==> src/core/cpd_pkg.sv <==
package cpd_pkg;

  // ----------------------------------------------------------------------
  // Record layout
  // ----------------------------------------------------------------------
  localparam logic [15:0] CPD_PIN_BASE = 16'h0058;
  localparam logic [15:0] CPD_PIN_SPAN = 16'h0094;
  localparam int CPD_PIN_WORDS = 74;
  localparam logic [15:0] CPD_LIM_3V3_OFF = 16'h00EC;
  localparam logic [15:0] CPD_LIM_5V_OFF = 16'h00EE;
  localparam logic [15:0] CPD_LIM_SYS_OFF = 16'h00F0;
  localparam logic [15:0] CPD_SUPPLY_OFF = 16'h00F2;
  localparam logic [15:0] CPD_FREE_OFF = 16'h00F4;
  localparam logic [15:0] CPD_FREE_SPAN = 16'h7F1F;
  localparam logic [15:0] CPD_LAST_OFF = 16'h00F3;
  localparam int CPD_FIRST_ANALOG = 67;

  // ----------------------------------------------------------------------
  // Pin word fields
  // ----------------------------------------------------------------------
  localparam int CPD_BIT_USED = 15;
  localparam int CPD_BIT_SLEW = 6;
  localparam int CPD_BIT_RXEN = 5;
  localparam int CPD_BIT_PULL_DIR = 4;
  localparam int CPD_BIT_PULL_EN_N = 3;
  localparam int CPD_MUX_MSB = 2;

  // ----------------------------------------------------------------------
  // Avalon register map (word offsets, byte address = 4 x index)
  // ----------------------------------------------------------------------
  localparam logic [7:0] CPD_REG_CTRL = 8'h00;
  localparam logic [7:0] CPD_REG_STATUS = 8'h01;
  localparam logic [7:0] CPD_REG_LIM_3V3 = 8'h02;
  localparam logic [7:0] CPD_REG_LIM_5V = 8'h03;
  localparam logic [7:0] CPD_REG_LIM_SYS = 8'h04;
  localparam logic [7:0] CPD_REG_SUPPLY = 8'h05;
  localparam logic [7:0] CPD_REG_PIN_BASE = 8'h40;
  localparam logic [31:0] CPD_RESET_VALUE = 32'h0000_0000;
  localparam logic [31:0] CPD_UNMAPPED = 32'hDEAD_0000;

  typedef enum logic [1:0] {
    CPD_IDLE = 2'b00,
    CPD_FETCH = 2'b01,
    CPD_WAIT = 2'b10,
    CPD_DONE = 2'b11
  } cpd_state_type;

endpackage

==> src/core/cpd_byte_if.sv <==
`timescale 1ns/1ps
interface cpd_byte_if;
  logic valid;
  logic [15:0] offset;
  logic [7:0] data;

  modport src (output valid, output offset, output data);
  modport dst (input valid, input offset, input data);
endinterface

==> src/core/cpd_word_pack.sv <==
`timescale 1ns/1ps
module cpd_word_pack
  import cpd_pkg::*;
(
  input wire logic i_ref_clk,
  input wire logic i_rst_b,
  cpd_byte_if.dst byte_in,
  output logic o_word_valid,
  output logic [15:0] o_word_offset,
  output logic [15:0] o_word
);

  // ----------------------------------------------------------------------
  // Big-endian pairing
  // ----------------------------------------------------------------------
  logic [7:0] high_q;

  always_ff @(posedge i_ref_clk) begin
    if (!i_rst_b) begin
      high_q <= 8'h00;
    end else if (byte_in.valid && !byte_in.offset[0]) begin
      high_q <= byte_in.data;
    end
  end

  always_ff @(posedge i_ref_clk) begin
    if (!i_rst_b) begin
      o_word_valid <= 1'b0;
      o_word <= 16'h0000;
      o_word_offset <= 16'h0000;
    end else begin
      o_word_valid <= byte_in.valid && byte_in.offset[0];
      if (byte_in.valid && byte_in.offset[0]) begin
        o_word <= {high_q, byte_in.data};
        o_word_offset <= {byte_in.offset[15:1], 1'b0};
      end
    end
  end

endmodule

==> src/core/cpd_pin_decode.sv <==
`timescale 1ns/1ps
module cpd_pin_decode
  import cpd_pkg::*;
#(
  parameter int PINS = CPD_PIN_WORDS
) (
  input wire logic i_ref_clk,
  input wire logic i_rst_b,
  input wire logic i_word_valid,
  input wire logic [15:0] i_word_offset,
  input wire logic [15:0] i_word,
  input wire logic [6:0] i_sel,
  output logic [15:0] o_word,
  output logic o_used,
  output logic o_slew,
  output logic o_rx_enable,
  output logic o_pull_direction_select,
  output logic o_pull_enable_n,
  output logic [2:0] o_mux_mode
);

  // ----------------------------------------------------------------------
  // Pin word store, one entry per connector pin
  // ----------------------------------------------------------------------
  logic [15:0] words_q [PINS];
  logic [15:0] rel;
  logic in_pins;
  logic [6:0] idx;
  logic [15:0] sel_word;
  logic analog;

  assign rel = i_word_offset - CPD_PIN_BASE;
  assign in_pins = (i_word_offset >= CPD_PIN_BASE) &&
                   (rel < CPD_PIN_SPAN);
  assign idx = rel[7:1];

  always_ff @(posedge i_ref_clk) begin
    if (!i_rst_b) begin
      for (int i = 0; i < PINS; i++) begin
        words_q[i] <= 16'h0000;
      end
    end else if (i_word_valid && in_pins) begin
      words_q[idx] <= i_word;
    end
  end

  assign sel_word = (int'(i_sel) < PINS) ? words_q[i_sel] : 16'h0000;
  assign analog = int'(i_sel) >= CPD_FIRST_ANALOG;

  always_ff @(posedge i_ref_clk) begin
    if (!i_rst_b) begin
      o_word <= 16'h0000;
      o_used <= 1'b0;
      o_slew <= 1'b0;
      o_rx_enable <= 1'b0;
      o_pull_direction_select <= 1'b0;
      o_pull_enable_n <= 1'b1;
      o_mux_mode <= 3'h0;
    end else begin
      o_word <= sel_word;
      o_used <= sel_word[CPD_BIT_USED];
      // Analog pins carry no pad settings; park them at safe values
      o_slew <= !analog && sel_word[CPD_BIT_SLEW];
      o_rx_enable <= !analog && sel_word[CPD_BIT_RXEN];
      o_pull_direction_select <=
        !analog && sel_word[CPD_BIT_PULL_DIR];
      o_pull_enable_n <=
        analog || sel_word[CPD_BIT_PULL_EN_N];
      o_mux_mode <= analog ? 3'h0 : sel_word[CPD_MUX_MSB:0];
    end
  end

endmodule

==> src/core/cpd_top.sv <==
// Local design decisions: the address map and register access over Avalon-MM.
`timescale 1ns/1ps
module cpd_top
  import cpd_pkg::*;
(
  input wire logic i_ref_clk,
  input wire logic i_rst_b,
  input wire logic [7:0] i_avs_address,
  input wire logic i_avs_read,
  input wire logic i_avs_write,
  input wire logic [31:0] i_avs_writedata,
  output logic [31:0] o_avs_readdata,
  output logic o_avs_waitrequest,
  output logic o_fetch_req,
  output logic [15:0] o_fetch_addr,
  input wire logic i_fetch_ack,
  input wire logic [7:0] i_fetch_data,
  output logic o_done,
  output logic [15:0] o_pad_word,
  output logic o_pad_used,
  output logic o_pad_slew,
  output logic o_pad_rx_enable,
  output logic o_pad_pull_direction_select,
  output logic o_pad_pull_enable_n,
  output logic [2:0] o_pad_mux_mode,
  output logic [15:0] o_rail_3v3_limit,
  output logic [15:0] o_rail_5v_limit,
  output logic [15:0] o_system_5v_limit,
  output logic [15:0] o_supply_current,
  output logic o_supplies_5v
);

  // ----------------------------------------------------------------------
  // Loader sequencer
  // ----------------------------------------------------------------------
  cpd_state_type state_q;
  logic [15:0] addr_q;
  logic start;
  logic [6:0] pin_sel_q;
  cpd_byte_if byte_bus ();
  logic word_valid;
  logic [15:0] word_offset;
  logic [15:0] word;
  logic busy;

  // Busy spans the whole load, not only a request in flight
  assign busy = state_q == CPD_FETCH || state_q == CPD_WAIT;

  // One request in flight at a time; the reader may answer late
  always_ff @(posedge i_ref_clk) begin
    if (!i_rst_b) begin
      state_q <= CPD_IDLE;
    end else begin
      unique case (state_q)
        CPD_IDLE: begin
          if (start) begin
            state_q <= CPD_FETCH;
          end
        end
        CPD_FETCH: begin
          state_q <= CPD_WAIT;
        end
        CPD_WAIT: begin
          if (i_fetch_ack && addr_q == CPD_LAST_OFF) begin
            state_q <= CPD_DONE;
          end else if (i_fetch_ack) begin
            state_q <= CPD_FETCH;
          end
        end
        CPD_DONE: begin
          if (start) begin
            state_q <= CPD_FETCH;
          end
        end
      endcase
    end
  end

  // Counts record bytes; a restart always begins at the first pin word
  always_ff @(posedge i_ref_clk) begin
    if (!i_rst_b) begin
      addr_q <= CPD_PIN_BASE;
    end else if (start && (state_q == CPD_IDLE || state_q == CPD_DONE)) begin
      addr_q <= CPD_PIN_BASE;
    end else if (state_q == CPD_WAIT && i_fetch_ack) begin
      addr_q <= addr_q + 16'h0001;
    end
  end

  // ----------------------------------------------------------------------
  // Fetch port
  // ----------------------------------------------------------------------
  // One byte per request, each with a full two-byte location
  always_ff @(posedge i_ref_clk) begin
    if (!i_rst_b) begin
      o_fetch_req <= 1'b0;
    end else if (state_q == CPD_FETCH) begin
      o_fetch_req <= 1'b1;
    end else if (i_fetch_ack) begin
      o_fetch_req <= 1'b0;
    end
  end

  // Address moves only while no request stands, so the reader sees it steady
  always_ff @(posedge i_ref_clk) begin
    if (!i_rst_b) begin
      o_fetch_addr <= 16'h0000;
    end else if (state_q == CPD_FETCH) begin
      o_fetch_addr <= addr_q;
    end
  end

  // ----------------------------------------------------------------------
  // Completion
  // ----------------------------------------------------------------------
  // Last byte beats a restart in the same cycle so a finished load shows
  always_ff @(posedge i_ref_clk) begin
    if (!i_rst_b) begin
      o_done <= 1'b0;
    end else if (state_q == CPD_WAIT && i_fetch_ack &&
                 addr_q == CPD_LAST_OFF) begin
      o_done <= 1'b1;
    end else if (start) begin
      o_done <= 1'b0;
    end
  end

  // Bytes reach the pairing stage in the cycle the reader answers
  assign byte_bus.valid = (state_q == CPD_WAIT) && i_fetch_ack;
  assign byte_bus.offset = addr_q;
  assign byte_bus.data = i_fetch_data;

  // Pairs bytes into big-endian words before anything decodes them
  cpd_word_pack u_pack (
    .i_ref_clk(i_ref_clk),
    .i_rst_b(i_rst_b),
    .byte_in(byte_bus),
    .o_word_valid(word_valid),
    .o_word_offset(word_offset),
    .o_word(word)
  );

  cpd_pin_decode u_pins (
    .i_ref_clk(i_ref_clk),
    .i_rst_b(i_rst_b),
    .i_word_valid(word_valid),
    .i_word_offset(word_offset),
    .i_word(word),
    .i_sel(pin_sel_q),
    .o_word(o_pad_word),
    .o_used(o_pad_used),
    .o_slew(o_pad_slew),
    .o_rx_enable(o_pad_rx_enable),
    .o_pull_direction_select(o_pad_pull_direction_select),
    .o_pull_enable_n(o_pad_pull_enable_n),
    .o_mux_mode(o_pad_mux_mode)
  );

  // ----------------------------------------------------------------------
  // Power fields
  // ----------------------------------------------------------------------
  logic hit_3v3;
  logic hit_5v;
  logic hit_sys;
  logic hit_supply;

  // Pair offsets are even, so each field is caught once, with its low byte
  assign hit_3v3 = word_valid && word_offset == CPD_LIM_3V3_OFF;
  assign hit_5v = word_valid && word_offset == CPD_LIM_5V_OFF;
  assign hit_sys = word_valid && word_offset == CPD_LIM_SYS_OFF;
  assign hit_supply = word_valid && word_offset == CPD_SUPPLY_OFF;

  always_ff @(posedge i_ref_clk) begin
    if (!i_rst_b) begin
      o_rail_3v3_limit <= 16'h0000;
    end else if (hit_3v3) begin
      o_rail_3v3_limit <= word;
    end
  end

  always_ff @(posedge i_ref_clk) begin
    if (!i_rst_b) begin
      o_rail_5v_limit <= 16'h0000;
    end else if (hit_5v) begin
      o_rail_5v_limit <= word;
    end
  end

  always_ff @(posedge i_ref_clk) begin
    if (!i_rst_b) begin
      o_system_5v_limit <= 16'h0000;
    end else if (hit_sys) begin
      o_system_5v_limit <= word;
    end
  end

  always_ff @(posedge i_ref_clk) begin
    if (!i_rst_b) begin
      o_supply_current <= 16'h0000;
    end else if (hit_supply) begin
      o_supply_current <= word;
    end
  end

  // Flag kept beside the field so downstream logic need not test it for zero; no register reads it back
  always_ff @(posedge i_ref_clk) begin
    if (!i_rst_b) begin
      o_supplies_5v <= 1'b0;
    end else if (hit_supply) begin
      o_supplies_5v <= word != 16'h0000;
    end
  end

  // ----------------------------------------------------------------------
  // Avalon slave: one wait cycle, then answer
  // ----------------------------------------------------------------------
  // Every access pays one wait state; in return the answer is registered
  logic wait_done_q;
  logic access;
  logic accept;
  logic [31:0] rdata;

  assign access = (i_avs_read || i_avs_write) && !wait_done_q;
  assign accept = i_avs_write && wait_done_q;
  assign start = accept && i_avs_address == CPD_REG_CTRL &&
                 i_avs_writedata[0];

  always_ff @(posedge i_ref_clk) begin
    if (!i_rst_b) begin
      wait_done_q <= 1'b0;
    end else begin
      wait_done_q <= access;
    end
  end

  always_ff @(posedge i_ref_clk) begin
    if (!i_rst_b) begin
      o_avs_waitrequest <= 1'b1;
    end else begin
      o_avs_waitrequest <= !access;
    end
  end

  // ----------------------------------------------------------------------
  // Pad window
  // ----------------------------------------------------------------------
  // Selects which pin's settings drive the pad outputs
  always_ff @(posedge i_ref_clk) begin
    if (!i_rst_b) begin
      pin_sel_q <= 7'h00;
    end else if (accept && i_avs_address == CPD_REG_STATUS) begin
      pin_sel_q <= i_avs_writedata[6:0];
    end
  end

  // ----------------------------------------------------------------------
  // Register read
  // ----------------------------------------------------------------------
  always_comb begin
    rdata = CPD_RESET_VALUE;
    unique case (i_avs_address)
      CPD_REG_CTRL: rdata = {25'h0, pin_sel_q};
      CPD_REG_STATUS: rdata = {30'h0, busy, o_done};
      CPD_REG_LIM_3V3: rdata = {16'h0, o_rail_3v3_limit};
      CPD_REG_LIM_5V: rdata = {16'h0, o_rail_5v_limit};
      CPD_REG_LIM_SYS: rdata = {16'h0, o_system_5v_limit};
      CPD_REG_SUPPLY: rdata = {16'h0, o_supply_current};
      CPD_REG_PIN_BASE: rdata = {16'h0, o_pad_word};
      default: rdata = CPD_UNMAPPED;
    endcase
  end

  // Captured at the access edge, so it stands when waitrequest drops
  always_ff @(posedge i_ref_clk) begin
    if (!i_rst_b) begin
      o_avs_readdata <= CPD_RESET_VALUE;
    end else if (access && i_avs_read) begin
      o_avs_readdata <= rdata;
    end
  end

endmodule

==> config.mk <==
export PLATFORM = sky130hd
export DESIGN_NAME = cpd_top
export DESIGN_NICKNAME = d
export VERILOG_FILES = /design/src/core/cpd_pkg.sv /design/src/core/cpd_byte_if.sv /design/src/core/cpd_word_pack.sv /design/src/core/cpd_pin_decode.sv /design/src/core/cpd_top.sv
export SDC_FILE = /design/constraint.sdc
export NUM_CORES = 2
export LEC_CHECK = 0
export BUFFER_PORTS_ARGS = -buffer_cell sky130_fd_sc_hd__buf_4
export CAP_MARGIN = 20
export CORE_MARGIN = 2
export CORE_UTILIZATION = 63
export CTS_CLUSTER_DIAMETER = 200
export CTS_CLUSTER_SIZE = 10
export DETAILED_ROUTE_END_ITERATION = 6
export MAX_ROUTING_LAYER = met4
export PLACE_DENSITY = 0.8
export SLEW_MARGIN = 5
export SYNTH_ARGS = -nofsm -noshare
export SYNTH_HDL_FRONTEND = slang
export SYNTH_SLANG_ARGS = --single-unit
export TNS_END_PERCENT = 20
==> constraint.sdc <==
create_clock -name i_ref_clk -period 5.1 [get_ports i_ref_clk]
set_clock_uncertainty 0.1 [all_clocks]
set_input_delay 1.02 -clock i_ref_clk [delete_from_list [all_inputs] [get_ports i_ref_clk]]
set_output_delay 1.02 -clock i_ref_clk [all_outputs]
set_load 0.1 [all_outputs]
Word level (Yosys, flattened, before mapping)
Memories as Yosys holds them, arrays and structs flattened. A register that Yosys moved wholly into a read port is not among the register bits.
Cells that the tools add are included.
{ "totals": {"reg_bits": 206, "ramBits": 1184, "inputBits": 53, "mem_count": 1} }
{ "op_classes": {"add_sub_neg": 2, "n_lt_le_gt_ge": 4, "n_eq_ne": 16, "mux": 19, "bitwise_logic": 1, "n_reduce_logical": 40} }
{ "mem_list": {"columns": ["memory", "depth", "word_bits", "rd", "rd_ports_with_merged_regs", "write_ports", "line_no", "text"], "rows": [
  ["u_pins.words_q", 74, 16, 1, 1, 74, "cpd_pin_decode.sv:25", "logic [15:0] words_q [PINS];"]
]} }
{ "op_table": {"columns": ["operator", "n"], "rows": [
  ["one-hot mux 32 bit (7 select lines)", 1],
  ["equality test 15 x 7 -> 1 bit, second input constant", 4],
  ["2-to-1 mux 16 bit", 2],
  ["logical AND 1 bit", 21],
  ["2-to-1 mux 7 bit", 3],
  ["adder 16 x 1 -> 16 bit, second input constant", 1],
  ["equality test 16 x 8 -> 1 bit, second input constant", 1],
  ["equality test 8 x 2 -> 1 bit, second input constant", 2],
  ["equality test 8 x 3 -> 1 bit, second input constant", 2],
  [">= comparator 16 x 7 -> 1 bit, second input constant", 1],
  ["less-than comparator 16 x 8 -> 1 bit, second input constant", 1],
  ["nonzero test 16 bit", 1],
  ["OR reduction 16 bit", 1],
  ["subtractor 16 x 7 -> 16 bit, second input constant", 1],
  ["2-to-1 mux 1 bit", 9],
  ["equality test 8 x 1 -> 1 bit, second input constant", 1],
  ["equality test 8 x 7 -> 1 bit, second input constant", 1],
  ["zero test 8 bit", 1],
  [">= comparator 7 bit, second input constant", 1],
  ["less-than comparator 7 bit, second input constant", 1],
  ["2-to-1 mux 2 bit", 3],
  ["one-hot mux 2 bit (3 select lines)", 1],
  ["OR reduction 2 bit", 3],
  ["equality test 2 bit, second input constant", 2],
  ["other kinds (9)", 17]
]} }

Longest topological paths before layout
{ "logic_depth": {"word_depth": 9, "ltp_mapped": 12, "ltp_nobuf": 8} }

By module
Synthesis repeated with hierarchy kept, for this count alone.
{ "hier_totals": {"hier_cells": 5685, "area_unflattened_um2": 86611.8} }
{ "by_module_without_submodules": {"columns": ["mod", "instances", "cells_each", "area_each_um2", "seq_area_each_um2"], "rows": [
  ["cpd_pin_decode", 1, 4919, 79680.2, 56494.2],
  ["cpd_top", 1, 604, 5411.4, 2542.4],
  ["cpd_word_pack", 1, 162, 1520.2, 800.8]
]} }

Least setup slack after synthesis
No wires, ideal clock.
{ "synth_path": {"kind": "input port to flip-flop", "from": "input i_rst_b", "to": "memory u_pins.words_q[49][0] (enable)", "setup_time_ns": 0.375, "arrival_time_ns": 3.124, "required_time_ns": 4.625, "slack_ns": 1.501, "stages": 7, "n_path_buf": 2, "path_cell_list": "nand3_1 a2111oi_4 nand4_2 buf_6 buf_8 nor3_4 nand2b_1"} }
{ "synth_lines": {"columns": ["element", "line_no", "text"], "rows": [
  ["start: declaration", "cpd_top.sv:7", "input wire logic i_rst_b,"],
  ["end: declaration", "cpd_pin_decode.sv:25", null]
]} }

==> run_results.csv <==
group,metric,value,unit
setup_path,rrSetupSlack,610,ps
synth,yosysSeqAreaShare,67.6,%
setup_path,cp.arrival,4860,ps
die,core_area,152000,µm²
die,die_h,396,µm
routing,post_drt_wl_per_cell,27.5,µm
timing,fin_crit_sh,88.1,%
routing,wirelength,252000,µm
routing,drt_first_iter_violations,6951,
cts,tritoncts,"yes",
final_layout,final_nets,7130,
power_and_ir_drop,p_clk_share,42.9,%
synth,synth_compound_area_share,3.77,%
cts,clkTransAtPathRegs,60,ps
flow_run,maxCapViolations,0,
synth,synth_ff_type,"edfxtp_1",
timing,rsz0062_at_grt,"false",
final_layout,n_fill_cell,9121,
synth,synth_adder_area_share,0.0905,%
routing,drt_pass1_iterations,7,
power_and_ir_drop,p_int,31.2,mW
timing,slew_headroom,18.4,%
routing,num_vias,56800,
die,fp.dieW,396,µm
power_and_ir_drop,vdd_ir_drop_max,387,µV
final_layout,final_core_util,72.9,%
setup_path,cp_max_fo,38,
cts,clock-root-buffer,"clkbuf_16",
global_routing,grt_pass1_wl,368000,µm
setup_path,ff2ff_path_depth,9,
setup_path,cp_cell_sequence,"ha_1, o21ai_1, a21o_1, a2111oi_4, buf_4, nand4_4, buf_12, nor4_4, nand2b_1",
die,die_area,157000,µm²
die,rows,143,
status,status,"complete, but fails checks",
setup_path,cp-endpoint,"u_pins.words_q[3][14]",
timing,drv_slew,0,
global_routing,grt_max_degree,146,
setup_path,critPathLaunchType,"register",
cts,clk_path_buf_depth,4,
setup_path,r2r_end,"u_pins.words_q[3][14]",
timing,finalSetupViolations,0,
power_and_ir_drop,finalPower,39.3,mW
power_and_ir_drop,p_sw_share,20.6,%
final_layout,layout.cells.non_filler,9179,
placement,dpl.hpwl,156000,µm
synth,synth_seq_cells,2245,
timing,finalHoldViolations,0,
power_and_ir_drop,seqPwrFrac,53.7,%
timing,tns,0,ps
power_and_ir_drop,power_frac_comb,3.5,%
global_routing,antenna_found_initial,9,
synth,synthMuxAreaShare,13.3,%
synth,synth_edf_count,2048,
setup_path,rr_startpoint,"u_pack.o_word_offset[4]",
placement,gp_congestion,0.978,
setup_path,endpoint_kind,"register",
global_routing,grt_use_total,33.3,%
routing,drc,2,
die,num_io_pins,193,
setup_path,crit_start,"u_pack.o_word_offset[4]",
synth,async_flop_share,0,%
final_layout,drive_above_1_share,16.8,%
cts,cts_resized,0,
synth,synth_xor_area_share,0.172,%
power_and_ir_drop,p_leak,40.0,nW
die,start_util,63.6,%
power_and_ir_drop,power_density,354,nW/µm²
min_path,holdCritPathClass,"in2reg",
final_layout,area_delta_synth_final,14.7,%
cts,clock_latency,890,ps
timing,tightest_slew,1220,ps
final_layout,final_cell_area,111000,µm²
synth,ys_warn_count,0,
routing,avgViaCountPerCell,6.19,
placement,postPlaceCellArea,104000,µm²
timing,timing.final.crit_period,4490,ps
routing,antenna_left,0,
setup_path,worstSetupPathType,"reg2reg",
power_and_ir_drop,p_switching,8.10,mW
cts,numCtsBuffers,274,
placement,port_buffers,162,
placement,dp.cells,8822,
cts,hold_buffers,0,
cts,post_cts_buffers,0,
synth,syn-cell-area,96800,µm²
cts,cts.sinks,2245,
synth,avgSynthCellArea,16.1,µm²
status,violations,"design-rule violations",
global_routing,grt-ovfl-total,0,
setup_path,worst_path_largest_cell_delay,880,ps
global_routing,grt_pass1_vias,57100,
synth,postSynthCellCount,6027,
setup_path,crit_required,5470,ps
synth,synthSimpleGateAreaFrac,12.8,%
setup_path,crit_slowest_cell,"nor4_4",
synth,synth_top_family_by_area,"multiplexers",
synth,ys_types,82,
timing,max_freq,0.223,GHz
cts,htreeDepth,5,
[worst min-delay path by stage]
stage | to | depth (start not counted) | from
6_report | o_avs_waitrequest | 2 | i_avs_read
5_1_grt | o_avs_waitrequest | 2 | i_avs_read
4_1_cts | o_avs_waitrequest | 2 | i_avs_read
3_5_place_dp | o_avs_readdata[13] | 2 | o_avs_readdata[13]
3_3_place_gp | u_pack.o_word[9] | 2 | u_pack.high_q[1]
2_1_floorplan | u_pack.o_word[10] | 2 | u_pack.high_q[2]
[routing by layer]
| layer | share of wire (%) | global-route usage [%] | wire [µm] | vias to the layer above |
|---|---|---|---|---|
| li1 | - | - | - | 24000 |
| met1 | 36 | 42.1 | 90500 | 28700 |
| met2 | 48 | 51.5 | 120000 | 3412 |
| met3 | 11 | 7.59 | 27200 | 762 |
| met4 | 5.6 | 16.2 | 14000 | 0 |
| met5 | 0 | - | 0 | - |
[synthesized netlist by cell type, types with 38 or more instances]
library cell,number,area share [%]
buf_1,38,0.15
mux2i_1,420,4.3
nor2_1,69,0.27
nor4_4,38,0.84
nor2b_1,113,0.73
mux4_2,372,8.7
buf_2,101,0.52
edfxtp_1,2048,64
nand3_1,81,0.42
nand2b_1,93,0.60
a22oi_1,190,1.5
and2_1,1202,7.8
dfxtp_1,197,4.1
a21boi_0,41,0.32
buf_4,47,0.36
nand2_1,198,0.77
clkbuf_1,288,1.1
a21oi_1,64,0.33
[state kept, by name, indices dropped and copies added, names as in the netlist, 7 cells and up, named ones only]
| signal | cells |
|---|---|
| o_rail_5v_limit | 16 |
| u_pack.o_word | 16 |
| u_pack.o_word_offset | 15 |
| o_fetch_addr | 16 |
| u_pack.high_q | 8 |
| o_supply_current | 16 |
| u_pins.words_q | 2048 |
| pin_sel_q | 7 |
| o_rail_3v3_limit | 16 |
| addr_q | 16 |
| o_avs_readdata | 17 |
| u_pins.o_word | 15 |
| o_system_5v_limit | 16 |
[placed cells by master, fill, tap and decap left out, types with 60 or more instances in the layout]
cell       instances
edfxtp_1        2048
and2_1          1201
conb_1           869
mux2i_1          420
mux4_2           372
buf_4            361
clkbuf_16        286
nand2_1          196
a22oi_1          190
dfxtp_1          174
nor2b_1          109
nand2b_1          93
nand3_1           81
nor2_1            64
a21oi_1           64
clkbuf_1          60
[cell type report]
cell class | instances | area [µm²] | share of cell area (%)
Sequential cell | 2245 | 65500 | 59.0
Multi-Input combinational cell | 4158 | 32500 | 29.2
Clock buffer | 346 | 7380 | 6.65
Timing Repair Buffer | 380 | 3080 | 2.77
Tap cell | 2030 | 2540 | 2.29
Clock inverter | 4 | 41.3 | 0.0372
Inverter | 11 | 41.3 | 0.0372
Antenna cell | 5 | 12.5 | 0.0113
[power groups by stage]
stage / registers (mW) / logic, mW / clock network, mW
3_5_place_dp: 21.4 / 1.31 / 0
2_1_floorplan: 21.5 / 0.823 / 0
4_1_cts: 21.1 / 1.32 / 17.0
6_report: 21.1 / 1.36 / 16.9
5_1_grt: 21.1 / 1.45 / 17.6
3_3_place_gp: 21.4 / 1.29 / 0
[worst max-delay path: cells and delay by family (launching register included)]
kind	cells	cell delay, ps
simple gates	3	1810
flops	1	480
compound gates	3	670
buf+inv	2	530
fa+ha+maj	1	420
[through the flow]
stage	hold WS (ps)	worst slack (ps)
floorplan	341	1500
global placement	337	742
detailed placement	350	666
CTS	254	647
global route	293	367
finish	293	609
[cells by family after synthesis]
logic type	Yosys count
and+or+nand+nor	1947
DFF	2245
other	1
muxes	816
xor gates and xnor gates	19
AOI/OAI and AO/OA	500
adders and majority gates	7
buffers and inverters	492
(Power assumes the default switching activity.)
